### src/hdl/pies_defs.vh
`ifndef PIES_DEFS_VH
`define PIES_DEFS_VH
`define PIES_OFS_CAPT_EN 8'h00
`define PIES_OFS_MISC_EN 8'h04
`define PIES_OFS_MEAS_EN 8'h08
`define PIES_OFS_FLAGS 8'h0C
`define PIES_OFS_CTRL 8'h10
`define PIES_OFS_EVT_STAT 8'h14
`define PIES_OFS_EVT_MASK 8'h18
`define PIES_OFS_REQ_STAT 8'h1C
`define PIES_CAPT_MASK 8'h1F
`define PIES_MISC_MASK 8'hF7
`define PIES_MEAS_MASK 8'h3F
`define PIES_FLAGS_WMASK 8'h21
`define PIES_BIT_TMR0 5
`define PIES_BIT_CHG 4
`define PIES_BIT_EXT 0
`define PIES_BIT_GATE 0
`define PIES_EVT_TMR0 0
`define PIES_EVT_EXT 1
`define PIES_EVT_CHG 2
`define PIES_EVT_REQ 3
`define PIES_RESET_BYTE 8'h00
`define PIES_RESP_OKAY 2'b00
`define PIES_RESP_SLVERR 2'b10
`endif

### src/hdl/pies_top.v
`timescale 1ns/1ps
`default_nettype none
`include "pies_defs.vh"
// Operation
// capture enables, units 1-5 at bits 0-4
// unimplemented bits read zero, ignore writes
// misc bit7 scanner, bit6 checksum enables
// misc bit5 memwrite done, bit4 oscillator
// misc bits 2..0 waveform gens 3..1
// global gate required for any peripheral request
// measure low bits timer1 overflow/period/width
// measure bits 3..5 timer2 enables
// timer0 overflow sets sticky flag bit5
// bit4 is OR of port change flags
// external event sets sticky flag bit0
// external pin chosen by select input
// all bits reset to zero
// request is OR of flag and enable, gated
module pies_top #(
  parameter NPINS = 8,
  parameter SELW = 3
) (
  input wire aclk,
  input wire aresetn,
  input wire [31:0] s_axil_awaddr,
  input wire s_axil_awvalid,
  output reg s_axil_awready,
  input wire [31:0] s_axil_wdata,
  input wire [3:0] s_axil_wstrb,
  input wire s_axil_wvalid,
  output reg s_axil_wready,
  output reg [1:0] s_axil_bresp,
  output reg s_axil_bvalid,
  input wire s_axil_bready,
  input wire [31:0] s_axil_araddr,
  input wire s_axil_arvalid,
  output reg s_axil_arready,
  output reg [31:0] s_axil_rdata,
  output reg [1:0] s_axil_rresp,
  output reg s_axil_rvalid,
  input wire s_axil_rready,
  input wire [4:0] capture_src,
  input wire [6:0] misc_src,
  input wire [5:0] meas_src,
  input wire timer_zero_overflow,
  input wire [4:0] port_change_flags,
  input wire [NPINS-1:0] ext_pins,
  input wire [SELW-1:0] ext_irq_pin_select,
  input wire global_periph_gate,
  output reg periph_irq_req,
  output reg core_irq_req,
  output reg irq
);
  reg [7:0] capture_irq_enables_reg;
  reg [7:0] misc_periph_irq_enables_reg;
  reg [7:0] measure_timer_irq_enables_reg;
  reg timer_zero_overflow_flag_reg;
  reg external_pin_irq_flag_reg;
  reg pin_change_summary_flag_reg;
  reg ext_rise_req_reg;
  reg [3:0] evt_stat_reg;
  reg [3:0] evt_mask_reg;
  reg [2:0] ext_sync_reg;
  reg ext_prev_reg;
  reg [31:0] awaddr_reg;
  reg [31:0] wdata_reg;
  reg [3:0] wstrb_reg;
  reg aw_have_reg;
  reg w_have_reg;
  reg periph_req_prev_reg;
  reg [7:0] flags_rd;
  reg [31:0] rd_next;
  reg rd_err;
  wire ext_in;
  wire ext_level;
  wire ext_rise;
  wire [7:0] misc_src_map;
  wire any_enabled;
  wire periph_req_next;
  wire core_req_next;
  wire do_write;
  wire wr_capt;
  wire wr_misc;
  wire wr_meas;
  wire wr_flags;
  wire wr_ctrl;
  wire wr_mask;
  wire wr_known;
  wire do_read;
  wire rd_evt;
  wire [3:0] evt_set;

  assign ext_in = ext_pins[ext_irq_pin_select];
  // stage 1 only feeds stage 2; the edge waits until stages 2 and 3 agree high
  assign ext_level = ext_sync_reg[1] & ext_sync_reg[2];
  assign ext_rise = ext_level & ~ext_prev_reg;
  assign misc_src_map = {misc_src[6:3], 1'b0, misc_src[2:0]};

  assign any_enabled = |(capture_src & capture_irq_enables_reg[4:0]) |
    |(misc_src_map & misc_periph_irq_enables_reg) |
    |(meas_src & measure_timer_irq_enables_reg[5:0]);
  assign periph_req_next = any_enabled & global_periph_gate;
  assign core_req_next = timer_zero_overflow_flag_reg | external_pin_irq_flag_reg |
    pin_change_summary_flag_reg;

  assign do_write = aw_have_reg & w_have_reg & ~s_axil_bvalid;
  // upper address bits set: answered with an error, nothing lands
  assign wr_capt = do_write && wr_known && awaddr_reg[7:0] == `PIES_OFS_CAPT_EN;
  assign wr_misc = do_write && wr_known && awaddr_reg[7:0] == `PIES_OFS_MISC_EN;
  assign wr_meas = do_write && wr_known && awaddr_reg[7:0] == `PIES_OFS_MEAS_EN;
  assign wr_flags = do_write && wr_known && awaddr_reg[7:0] == `PIES_OFS_FLAGS;
  assign wr_ctrl = do_write && wr_known && awaddr_reg[7:0] == `PIES_OFS_CTRL;
  assign wr_mask = do_write && wr_known && awaddr_reg[7:0] == `PIES_OFS_EVT_MASK;
  assign wr_known = (awaddr_reg[31:5] == 27'h0) && (awaddr_reg[4:0] != 5'h14) && (awaddr_reg[1:0] == 2'b00) &&
    (awaddr_reg[4:0] != 5'h1C);
  assign do_read = s_axil_arvalid & s_axil_arready;
  assign rd_evt = do_read && s_axil_araddr[7:0] == `PIES_OFS_EVT_STAT && !rd_err;
  assign evt_set = {periph_req_next & ~periph_req_prev_reg, pin_change_summary_flag_reg,
    ext_rise, timer_zero_overflow};

  always @* begin
    flags_rd = `PIES_RESET_BYTE;
    flags_rd[`PIES_BIT_TMR0] = timer_zero_overflow_flag_reg;
    flags_rd[`PIES_BIT_CHG] = pin_change_summary_flag_reg;
    flags_rd[`PIES_BIT_EXT] = external_pin_irq_flag_reg;
  end

  always @* begin
    rd_next = 32'h00000000;
    rd_err = 1'b0;
    if (s_axil_araddr[31:8] != 24'h000000 || s_axil_araddr[1:0] != 2'b00) begin
      rd_err = 1'b1;
    end else if (s_axil_araddr[7:0] == `PIES_OFS_CAPT_EN) begin
      rd_next = {24'h000000, capture_irq_enables_reg};
    end else if (s_axil_araddr[7:0] == `PIES_OFS_MISC_EN) begin
      rd_next = {24'h000000, misc_periph_irq_enables_reg};
    end else if (s_axil_araddr[7:0] == `PIES_OFS_MEAS_EN) begin
      rd_next = {24'h000000, measure_timer_irq_enables_reg};
    end else if (s_axil_araddr[7:0] == `PIES_OFS_FLAGS) begin
      rd_next = {24'h000000, flags_rd};
    end else if (s_axil_araddr[7:0] == `PIES_OFS_CTRL) begin
      rd_next = {31'h00000000, global_periph_gate};
    end else if (s_axil_araddr[7:0] == `PIES_OFS_EVT_STAT) begin
      rd_next = {28'h0000000, evt_stat_reg};
    end else if (s_axil_araddr[7:0] == `PIES_OFS_EVT_MASK) begin
      rd_next = {28'h0000000, evt_mask_reg};
    end else if (s_axil_araddr[7:0] == `PIES_OFS_REQ_STAT) begin
      rd_next = {29'h00000000, irq, core_irq_req, periph_irq_req};
    end else begin
      rd_err = 1'b1;
    end
  end

  always @(posedge aclk) begin
    if (!aresetn) begin
      ext_sync_reg <= 3'b000;
      ext_prev_reg <= 1'b0;
      periph_req_prev_reg <= 1'b0;
    end else begin
      ext_sync_reg <= {ext_sync_reg[1:0], ext_in};
      if (ext_sync_reg[1] == ext_sync_reg[2]) begin
        ext_prev_reg <= ext_sync_reg[2];
      end
      periph_req_prev_reg <= periph_req_next;
    end
  end

  // write channel: address and data latched independently, either order
  always @(posedge aclk) begin
    if (!aresetn) begin
      s_axil_awready <= 1'b1;
      s_axil_wready <= 1'b1;
      aw_have_reg <= 1'b0;
      w_have_reg <= 1'b0;
      awaddr_reg <= 32'h00000000;
      wdata_reg <= 32'h00000000;
      wstrb_reg <= 4'h0;
      s_axil_bvalid <= 1'b0;
      s_axil_bresp <= `PIES_RESP_OKAY;
    end else begin
      if (s_axil_awvalid && s_axil_awready) begin
        awaddr_reg <= s_axil_awaddr;
        aw_have_reg <= 1'b1;
        s_axil_awready <= 1'b0;
      end
      if (s_axil_wvalid && s_axil_wready) begin
        wdata_reg <= s_axil_wdata;
        wstrb_reg <= s_axil_wstrb;
        w_have_reg <= 1'b1;
        s_axil_wready <= 1'b0;
      end
      if (do_write) begin
        s_axil_bvalid <= 1'b1;
        s_axil_bresp <= wr_known ? `PIES_RESP_OKAY : `PIES_RESP_SLVERR;
        aw_have_reg <= 1'b0;
        w_have_reg <= 1'b0;
      end
      if (s_axil_bvalid && s_axil_bready) begin
        s_axil_bvalid <= 1'b0;
        s_axil_awready <= 1'b1;
        s_axil_wready <= 1'b1;
      end
    end
  end

  always @(posedge aclk) begin
    if (!aresetn) begin
      s_axil_arready <= 1'b1;
      s_axil_rvalid <= 1'b0;
      s_axil_rdata <= 32'h00000000;
      s_axil_rresp <= `PIES_RESP_OKAY;
    end else begin
      if (do_read) begin
        s_axil_arready <= 1'b0;
        s_axil_rvalid <= 1'b1;
        s_axil_rdata <= rd_next;
        s_axil_rresp <= rd_err ? `PIES_RESP_SLVERR : `PIES_RESP_OKAY;
      end else if (s_axil_rvalid && s_axil_rready) begin
        s_axil_rvalid <= 1'b0;
        s_axil_arready <= 1'b1;
      end
    end
  end

  always @(posedge aclk) begin
    if (!aresetn) begin
      capture_irq_enables_reg <= `PIES_RESET_BYTE;
      misc_periph_irq_enables_reg <= `PIES_RESET_BYTE;
      measure_timer_irq_enables_reg <= `PIES_RESET_BYTE;
      timer_zero_overflow_flag_reg <= 1'b0;
      external_pin_irq_flag_reg <= 1'b0;
      pin_change_summary_flag_reg <= 1'b0;
      evt_mask_reg <= 4'h0;
      evt_stat_reg <= 4'h0;
    end else begin
      if (wr_capt && wstrb_reg[0]) begin
        capture_irq_enables_reg <= wdata_reg[7:0] & `PIES_CAPT_MASK;
      end
      if (wr_misc && wstrb_reg[0]) begin
        misc_periph_irq_enables_reg <= wdata_reg[7:0] & `PIES_MISC_MASK;
      end
      if (wr_meas && wstrb_reg[0]) begin
        measure_timer_irq_enables_reg <= wdata_reg[7:0] & `PIES_MEAS_MASK;
      end
      if (wr_mask && wstrb_reg[0]) begin
        evt_mask_reg <= wdata_reg[3:0];
      end
      // hardware set wins over a software write in the same cycle
      if (timer_zero_overflow) begin
        timer_zero_overflow_flag_reg <= 1'b1;
      end else if (wr_flags && wstrb_reg[0]) begin
        timer_zero_overflow_flag_reg <= wdata_reg[`PIES_BIT_TMR0];
      end
      if (ext_rise) begin
        external_pin_irq_flag_reg <= 1'b1;
      end else if (wr_flags && wstrb_reg[0]) begin
        external_pin_irq_flag_reg <= wdata_reg[`PIES_BIT_EXT];
      end
      pin_change_summary_flag_reg <= |port_change_flags;
      // read clears; a new event in the read cycle stays set
      evt_stat_reg <= (rd_evt ? 4'h0 : evt_stat_reg) | evt_set;
    end
  end

  always @(posedge aclk) begin
    if (!aresetn) begin
      periph_irq_req <= 1'b0;
      core_irq_req <= 1'b0;
      irq <= 1'b0;
    end else begin
      periph_irq_req <= periph_req_next;
      core_irq_req <= core_req_next;
      irq <= |(evt_stat_reg & evt_mask_reg);
    end
  end
endmodule
`default_nettype wire

### config.mk
export PLATFORM = sky130hd
export DESIGN_NAME = pies_top
export DESIGN_NICKNAME = d
export VERILOG_FILES = /design/src/hdl/pies_top.v
export VERILOG_INCLUDE_DIRS = /design/src /design/src/hdl
export SDC_FILE = /design/constraint.sdc
export NUM_CORES = 1
export LEC_CHECK = 0
export ABC_AREA = 0
export BUFFER_PORTS_ARGS = -buffer_cell sky130_fd_sc_hd__buf_2
export CAP_MARGIN = 20
export CORE_ASPECT_RATIO = 0.7
export CORE_MARGIN = 2
export CORE_UTILIZATION = 48
export CTS_CLUSTER_SIZE = 24
export DETAILED_ROUTE_END_ITERATION = 16
export PLACE_DENSITY_LB_ADDON = 0.05
export SETUP_SLACK_MARGIN = 0.5
export SLEW_MARGIN = 20
export SYNTH_ARGS = -nofsm -noshare
export SYNTH_HDL_FRONTEND = slang
export SYNTH_SLANG_ARGS = --single-unit
### constraint.sdc
create_clock -name aclk -period 2.4 [get_ports aclk]
set_clock_uncertainty 0.1 [all_clocks]
set_input_delay 0.36 -clock aclk [delete_from_list [all_inputs] [get_ports aclk]]
set_output_delay 0.36 -clock aclk [all_outputs]
set_load 0.05 [all_outputs]
# Word-level counts from Yosys, hierarchy flattened
# Index checks and enable logic that the tools add are counted.
[totals]
reg_bits = 120
latchBits = 0
ramBits = 0
rom_bits = 0
input_bits = 143
out_inout_bits = 44
elab_cells = 130
memories = 0
[op_classes]
addsub = 0
n_mul = 0
div = 0
n_lt_le_gt_ge = 1
eq_ne = 14
n_shift = 0
n_mux = 31
bitwise = 20
n_reduce_logical = 38
[op_table]
columns = ["operator", "count"]
rows = [
  ["8-bit by 5-bit equality test with 1-bit output, second input constant", 5],
  ["8-bit by 4-bit equality test with 1-bit output, second input constant", 4],
  ["27-bit zero test", 1],
  ["8-bit two-way mux", 3],
  ["24-bit nonzero test", 1],
  ["1-bit logical AND", 20],
  ["1-bit two-way mux", 18],
  ["8-bit by 3-bit equality test with 1-bit output, second input constant", 2],
  ["8-bit zero test", 2],
  ["4-bit two-way mux", 4],
  ["6-bit two-way mux", 2],
  ["5-bit != test, second input constant", 2],
  ["5-bit OR reduction", 2],
  ["8-bit bitwise AND", 1],
  ["2-bit nonzero test", 4],
  ["8-bit OR reduction", 1],
  ["1-bit bitwise AND", 7],
  ["6-bit bitwise AND", 1],
  ["6-bit OR reduction", 1],
  ["5-bit bitwise AND", 1],
  ["4-bit bitwise AND", 1],
  ["3-bit by 4-bit < comparator with 1-bit output, second input constant", 1],
  ["2-bit two-way mux", 2],
  ["1-bit NOT", 4],
  ["10 further kinds", 14],
]

# Longest topological paths before layout
[logic_depth]
depth_word = 14
mapped_depth = 6
mapped_depth_nobuf = 5

# Worst setup path before layout
# No wires, ideal clock.
[synth_timing]
path_kind = "reg-to-reg"
startpoint = "register s_axil_arready"
endpoint = "register s_axil_rdata[4]"
setup_ps = 70
arrival_time_ps = 2008
t_required_ps = 2230
slack_ps = 222
stages_incl_launch_ff = 7
n_path_buf = 1
synth_period_minus_slack_ps = 2178
cell_sequence = "dfxtp_1 > nor4bb_1 > nand4_1 > or3b_1 > clkbuf_1 > or3b_1 > a21boi_1"
[synth_between]
elab_chain_len = 1
[synth_rtl]
columns = ["element", "line_no", "source"]
rows = [
  ["start, declared", "pies_top.v:37", "output reg s_axil_arready,"],
  ["start signal, assigned", "pies_top.v:208", "s_axil_arready <= 1'b1;"],
  ["start signal, assigned", "pies_top.v:214", "s_axil_arready <= 1'b0;"],
  ["start signal, assigned", "pies_top.v:220", "s_axil_arready <= 1'b1;"],
  ["1-bit bitwise AND", "pies_top.v:116", "assign do_read = s_axil_arvalid & s_axil_arready;"],
  ["end signal, assigned", "pies_top.v:216", "s_axil_rdata <= rd_next;"],
  ["end, declared", "pies_top.v:38", "output reg [31:0] s_axil_rdata,"],
]
# Every way passes these cells.
# A chain may end at the register's enable or synchronous reset.

# Final worst setup path
[layout_timing]
startpoint = "register awaddr_reg[0]"
endpoint = "register capture_irq_enables_reg[2]"
[layout_between]
elab_chain_len = 7
elab_cells_between_ends = 10
classes_between = "eq/ne: 2; reduce/logical: 8"
[layout_rtl]
columns = ["element", "line_no", "source"]
rows = [
  ["start, declared", "pies_top.v:65", "reg [31:0] awaddr_reg;"],
  ["start signal, assigned", "pies_top.v:182", "awaddr_reg <= s_axil_awaddr;"],
  ["5-bit != test", "pies_top.v:114", "assign wr_known = (awaddr_reg[31:5] == 27'h0) && (awaddr_reg[4:0] != 5'h14) && (awaddr_reg[1:0] == 2'b00) &&"],
  ["1-bit logical AND (3 in series)", "pies_top.v:114", ""],
  ["1-bit logical AND", "pies_top.v:108", "assign wr_capt = do_write && wr_known && awaddr_reg[7:0] == `PIES_OFS_CAPT_EN;"],
  ["1-bit logical AND (no source line) *", "-", ""],
  ["1-bit logical AND *", "pies_top.v:236", "if (wr_capt && wstrb_reg[0]) begin"],
  ["end signal, assigned", "pies_top.v:227", "capture_irq_enables_reg <= `PIES_RESET_BYTE;"],
  ["end signal, assigned", "pies_top.v:237", "capture_irq_enables_reg <= wdata_reg[7:0] & `PIES_CAPT_MASK;"],
  ["end, declared", "pies_top.v:54", "reg [7:0] capture_irq_enables_reg;"],
]
# Mark *: on every way between the ends. The rest lies on a longest branch, timed or not.

==> metrics.yaml <==
worst_hold_path:
  hold_path_end: "s_axil_wready"
  min_path_type: "primary input to flip-flop"
  min_from: "s_axil_wvalid"
  worstHoldPathCells: 2
layout:
  final_cell_mix: "133 x buf_2, 105 x nand2_1, 88 x dfxtp_1"
  multi_input_area_sq_mm: 0.002456
  regArea_sq_mm: 0.001892
  final_common_cell: "buf_2"
  area_delta_synth_final_pct: 24.94
  fin_util_pct: 61.78
  diodes: 0
  nFillCells: 821
  fin_nets: 766
  largest_register_ffs: 32
  drive_gt1_share_pct: 32.38
floorplanning:
  start_util_pct: 49.45
  die_y_um: 84.88
  boundaryPins: 187
  coreArea_sq_mm: 0.009071
  fp.dieW_um: 119.5
  row_count: 29
  die-area_sq_mm: 0.01015
synthesis:
  yosys_warnings: 0
  synth.largest_area_cell: "dfxtp_1"
  synth_cell_types: 55
  synth-edff-count: 0
  synth-main-ff-cell: "dfxtp_1"
  syn_avg_cell_area_sq_um: 9.230
  netlist_instances: 486
  synth_seq_area_share_pct: 41.95
  netlist_area_sq_mm: 0.004486
  ys_ff_latch: 94
  async_flop_share_pct: 0
  synth_top_area_share_pct: 41.95
  synthTopCellsByArea: "dfxtp_1 42%, nand2_1 8.8%, a21boi_0 7.5%, mux2i_1 6.0%, buf_4 4.4%"
detailed_routing:
  vias: 3773
  ant_nets: 0
  wire_per_inst_um: 14.39
  drt_iter0_markers: 210
  drc: 0
  drt_first_pass_iters: 4
  via_per_inst: 5.024
  wirelength_um: 10810
clock_network:
  cts_tree: "built"
  clk_latency_ps: 340
  cts_root_buf: "clkbuf_16"
  cts_hold_buffers: 0
  htree_levels: 3
  numCtsBuffers: 9
  clk_path_buf_depth: 2
  clock-sinks: 94
  clk_pin_slew_ps: 70
power_and_ir_drop:
  total_leakage_power_nw: 2.303
  power_density_mw_per_mm2: 651.0
  p_total_mw: 3.649
  ir_worst_vdd_v: 0.0005630
global_route:
  grt_usage_pct: 21.87
  overflow: 0
  antenna_found_initial: 0
  grt_pass1_wl_um: 17750
  grt_pass1_vias: 3731
  grt_start_max_net_pins: 34
worst_setup_path:
  crit_fanout: 5
  worstSetupPathType: "flip-flop to flip-flop"
  startpoint: "awaddr_reg[0]"
  ff2ff_path_depth: 6
  cp-start-kind: "flip-flop"
  reg2reg_from: "awaddr_reg[0]"
  slowest_delay_ps: 530
  crit_chain: "or4b_4 -> or3_4 -> nor4_4 -> buf_6 -> mux2i_1 -> nor2b_1"
  crit_family: "simple AND/OR/NAND/NOR gates"
  rr_endpoint: "capture_irq_enables_reg[2]"
  cp-end-kind: "flip-flop"
  cp_data_required_time_ps: 2530
  critPathArrivalTime_ps: 2170
  cp_slowest_cell: "or4b_4"
  reg2reg_slack_ps: 360
  path_buf_inv: 1
timing:
  fmax_ghz: 0.4911
  finalHoldViolCount: 0
  tns_ps: 0
  setup_viol: 0
  post-route-period-util_pct: 84.85
  final.min_clock_period_ps: 2036
  rsz0062_at_grt: "true"
  slew_violations: 0
status:
  outcome: "finished clean"
run:
  max-cap-violations: 0
place:
  dp_hpwl_um: 8151
  gp_congestion: 0.8012
  io_buffers: 133
metal layers:
metal  track usage (%)  routed length (um)  up-vias
met3             5.847                 421       10
li1                  -                   -     1930
met2             33.82                4864       87
met5                 0                   0        -
met4             5.348                  93        0
met1             30.68                5425     1746
cell families after synthesis:
kind of cell	share of synthesized area, %
AOI/OAI and AO/OA	15.09
adders and majority gates	0.2789
buffers and inverters	6.667
DFF	41.95
muxes	8.786
other	0.08360
and+or+nand+nor	27.14
through the flow:
step | setup WS (ps) | hold WS, ps | instances | instance area, sq um
2_1_floorplan | 422.1 | 311.9 | 511 | 4603
3_3_place_gp | 256.5 | 327.5 | 729 | 5204
3_5_place_dp | 207.3 | 345.0 | 729 | 5204
4_1_cts | 318.6 | 120.8 | 750 | 5577
5_1_grt | 293.5 | 140.6 | 751 | 5604
6_report | 363.6 | 124.3 | 751 | 5604
worst register-to-register path, delay by kind of cell (launching register included):
family | cells | cell delay [ps]
buffers and inverters | 1 | 180
flip-flops | 1 | 320
AND/OR/NAND/NOR | 4 | 1100
multiplexers | 1 | 220
area by class of cell:
class,count,share of cell area [%]
Tap cell,124,2.768
Clock inverter,6,1.228
Multi-Input combinational cell,366,43.83
Sequential cell,94,33.76
Clock buffer,10,4.264
Timing Repair Buffer,148,13.95
Inverter,3,0.2009
worst max-delay path by stage:
| stage | end | slack (ps) | depth (start not counted) |
|---|---|---|---|
| 3_3_place_gp | s_axil_rdata[4] | 260 | 6 |
| 4_1_cts | capture_irq_enables_reg[2] | 320 | 6 |
| 3_5_place_dp | s_axil_rdata[4] | 210 | 6 |
| 6_report | capture_irq_enables_reg[2] | 360 | 6 |
| 5_1_grt | capture_irq_enables_reg[2] | 290 | 6 |
| 2_1_floorplan | capture_irq_enables_reg[0] | 420 | 5 |
timing repair:
item                       in CTS  in global routing
resized for setup               6                  5
setup buffers                   5                  1
pin swaps                       4                  4
setup endpoints to repair      23                 28
where the power goes:
part           internal (mW)  leakage, nW  switching (mW)
clock network          0.843        0.149           0.613
logic                  0.196         1.38           0.318
registers               1.62        0.770          0.0558
total                   2.66         2.30           0.986
cell usage after synthesis, drive strengths merged (3+ instances only):
library cell and count:
a21boi 48, a21oi 6, a22oi 9, and2 7
and3 3, buf 29, clkbuf 19, dfxtp 94
inv 3, mux2 5, mux2i 27, mux4 3
nand2 106, nand2b 5, nand3 9, nand3b 3
nand4 7, nor2 13, nor2b 27, nor3b 3
nor4 17, o21ai 11
(Power assumes the default switching activity.)
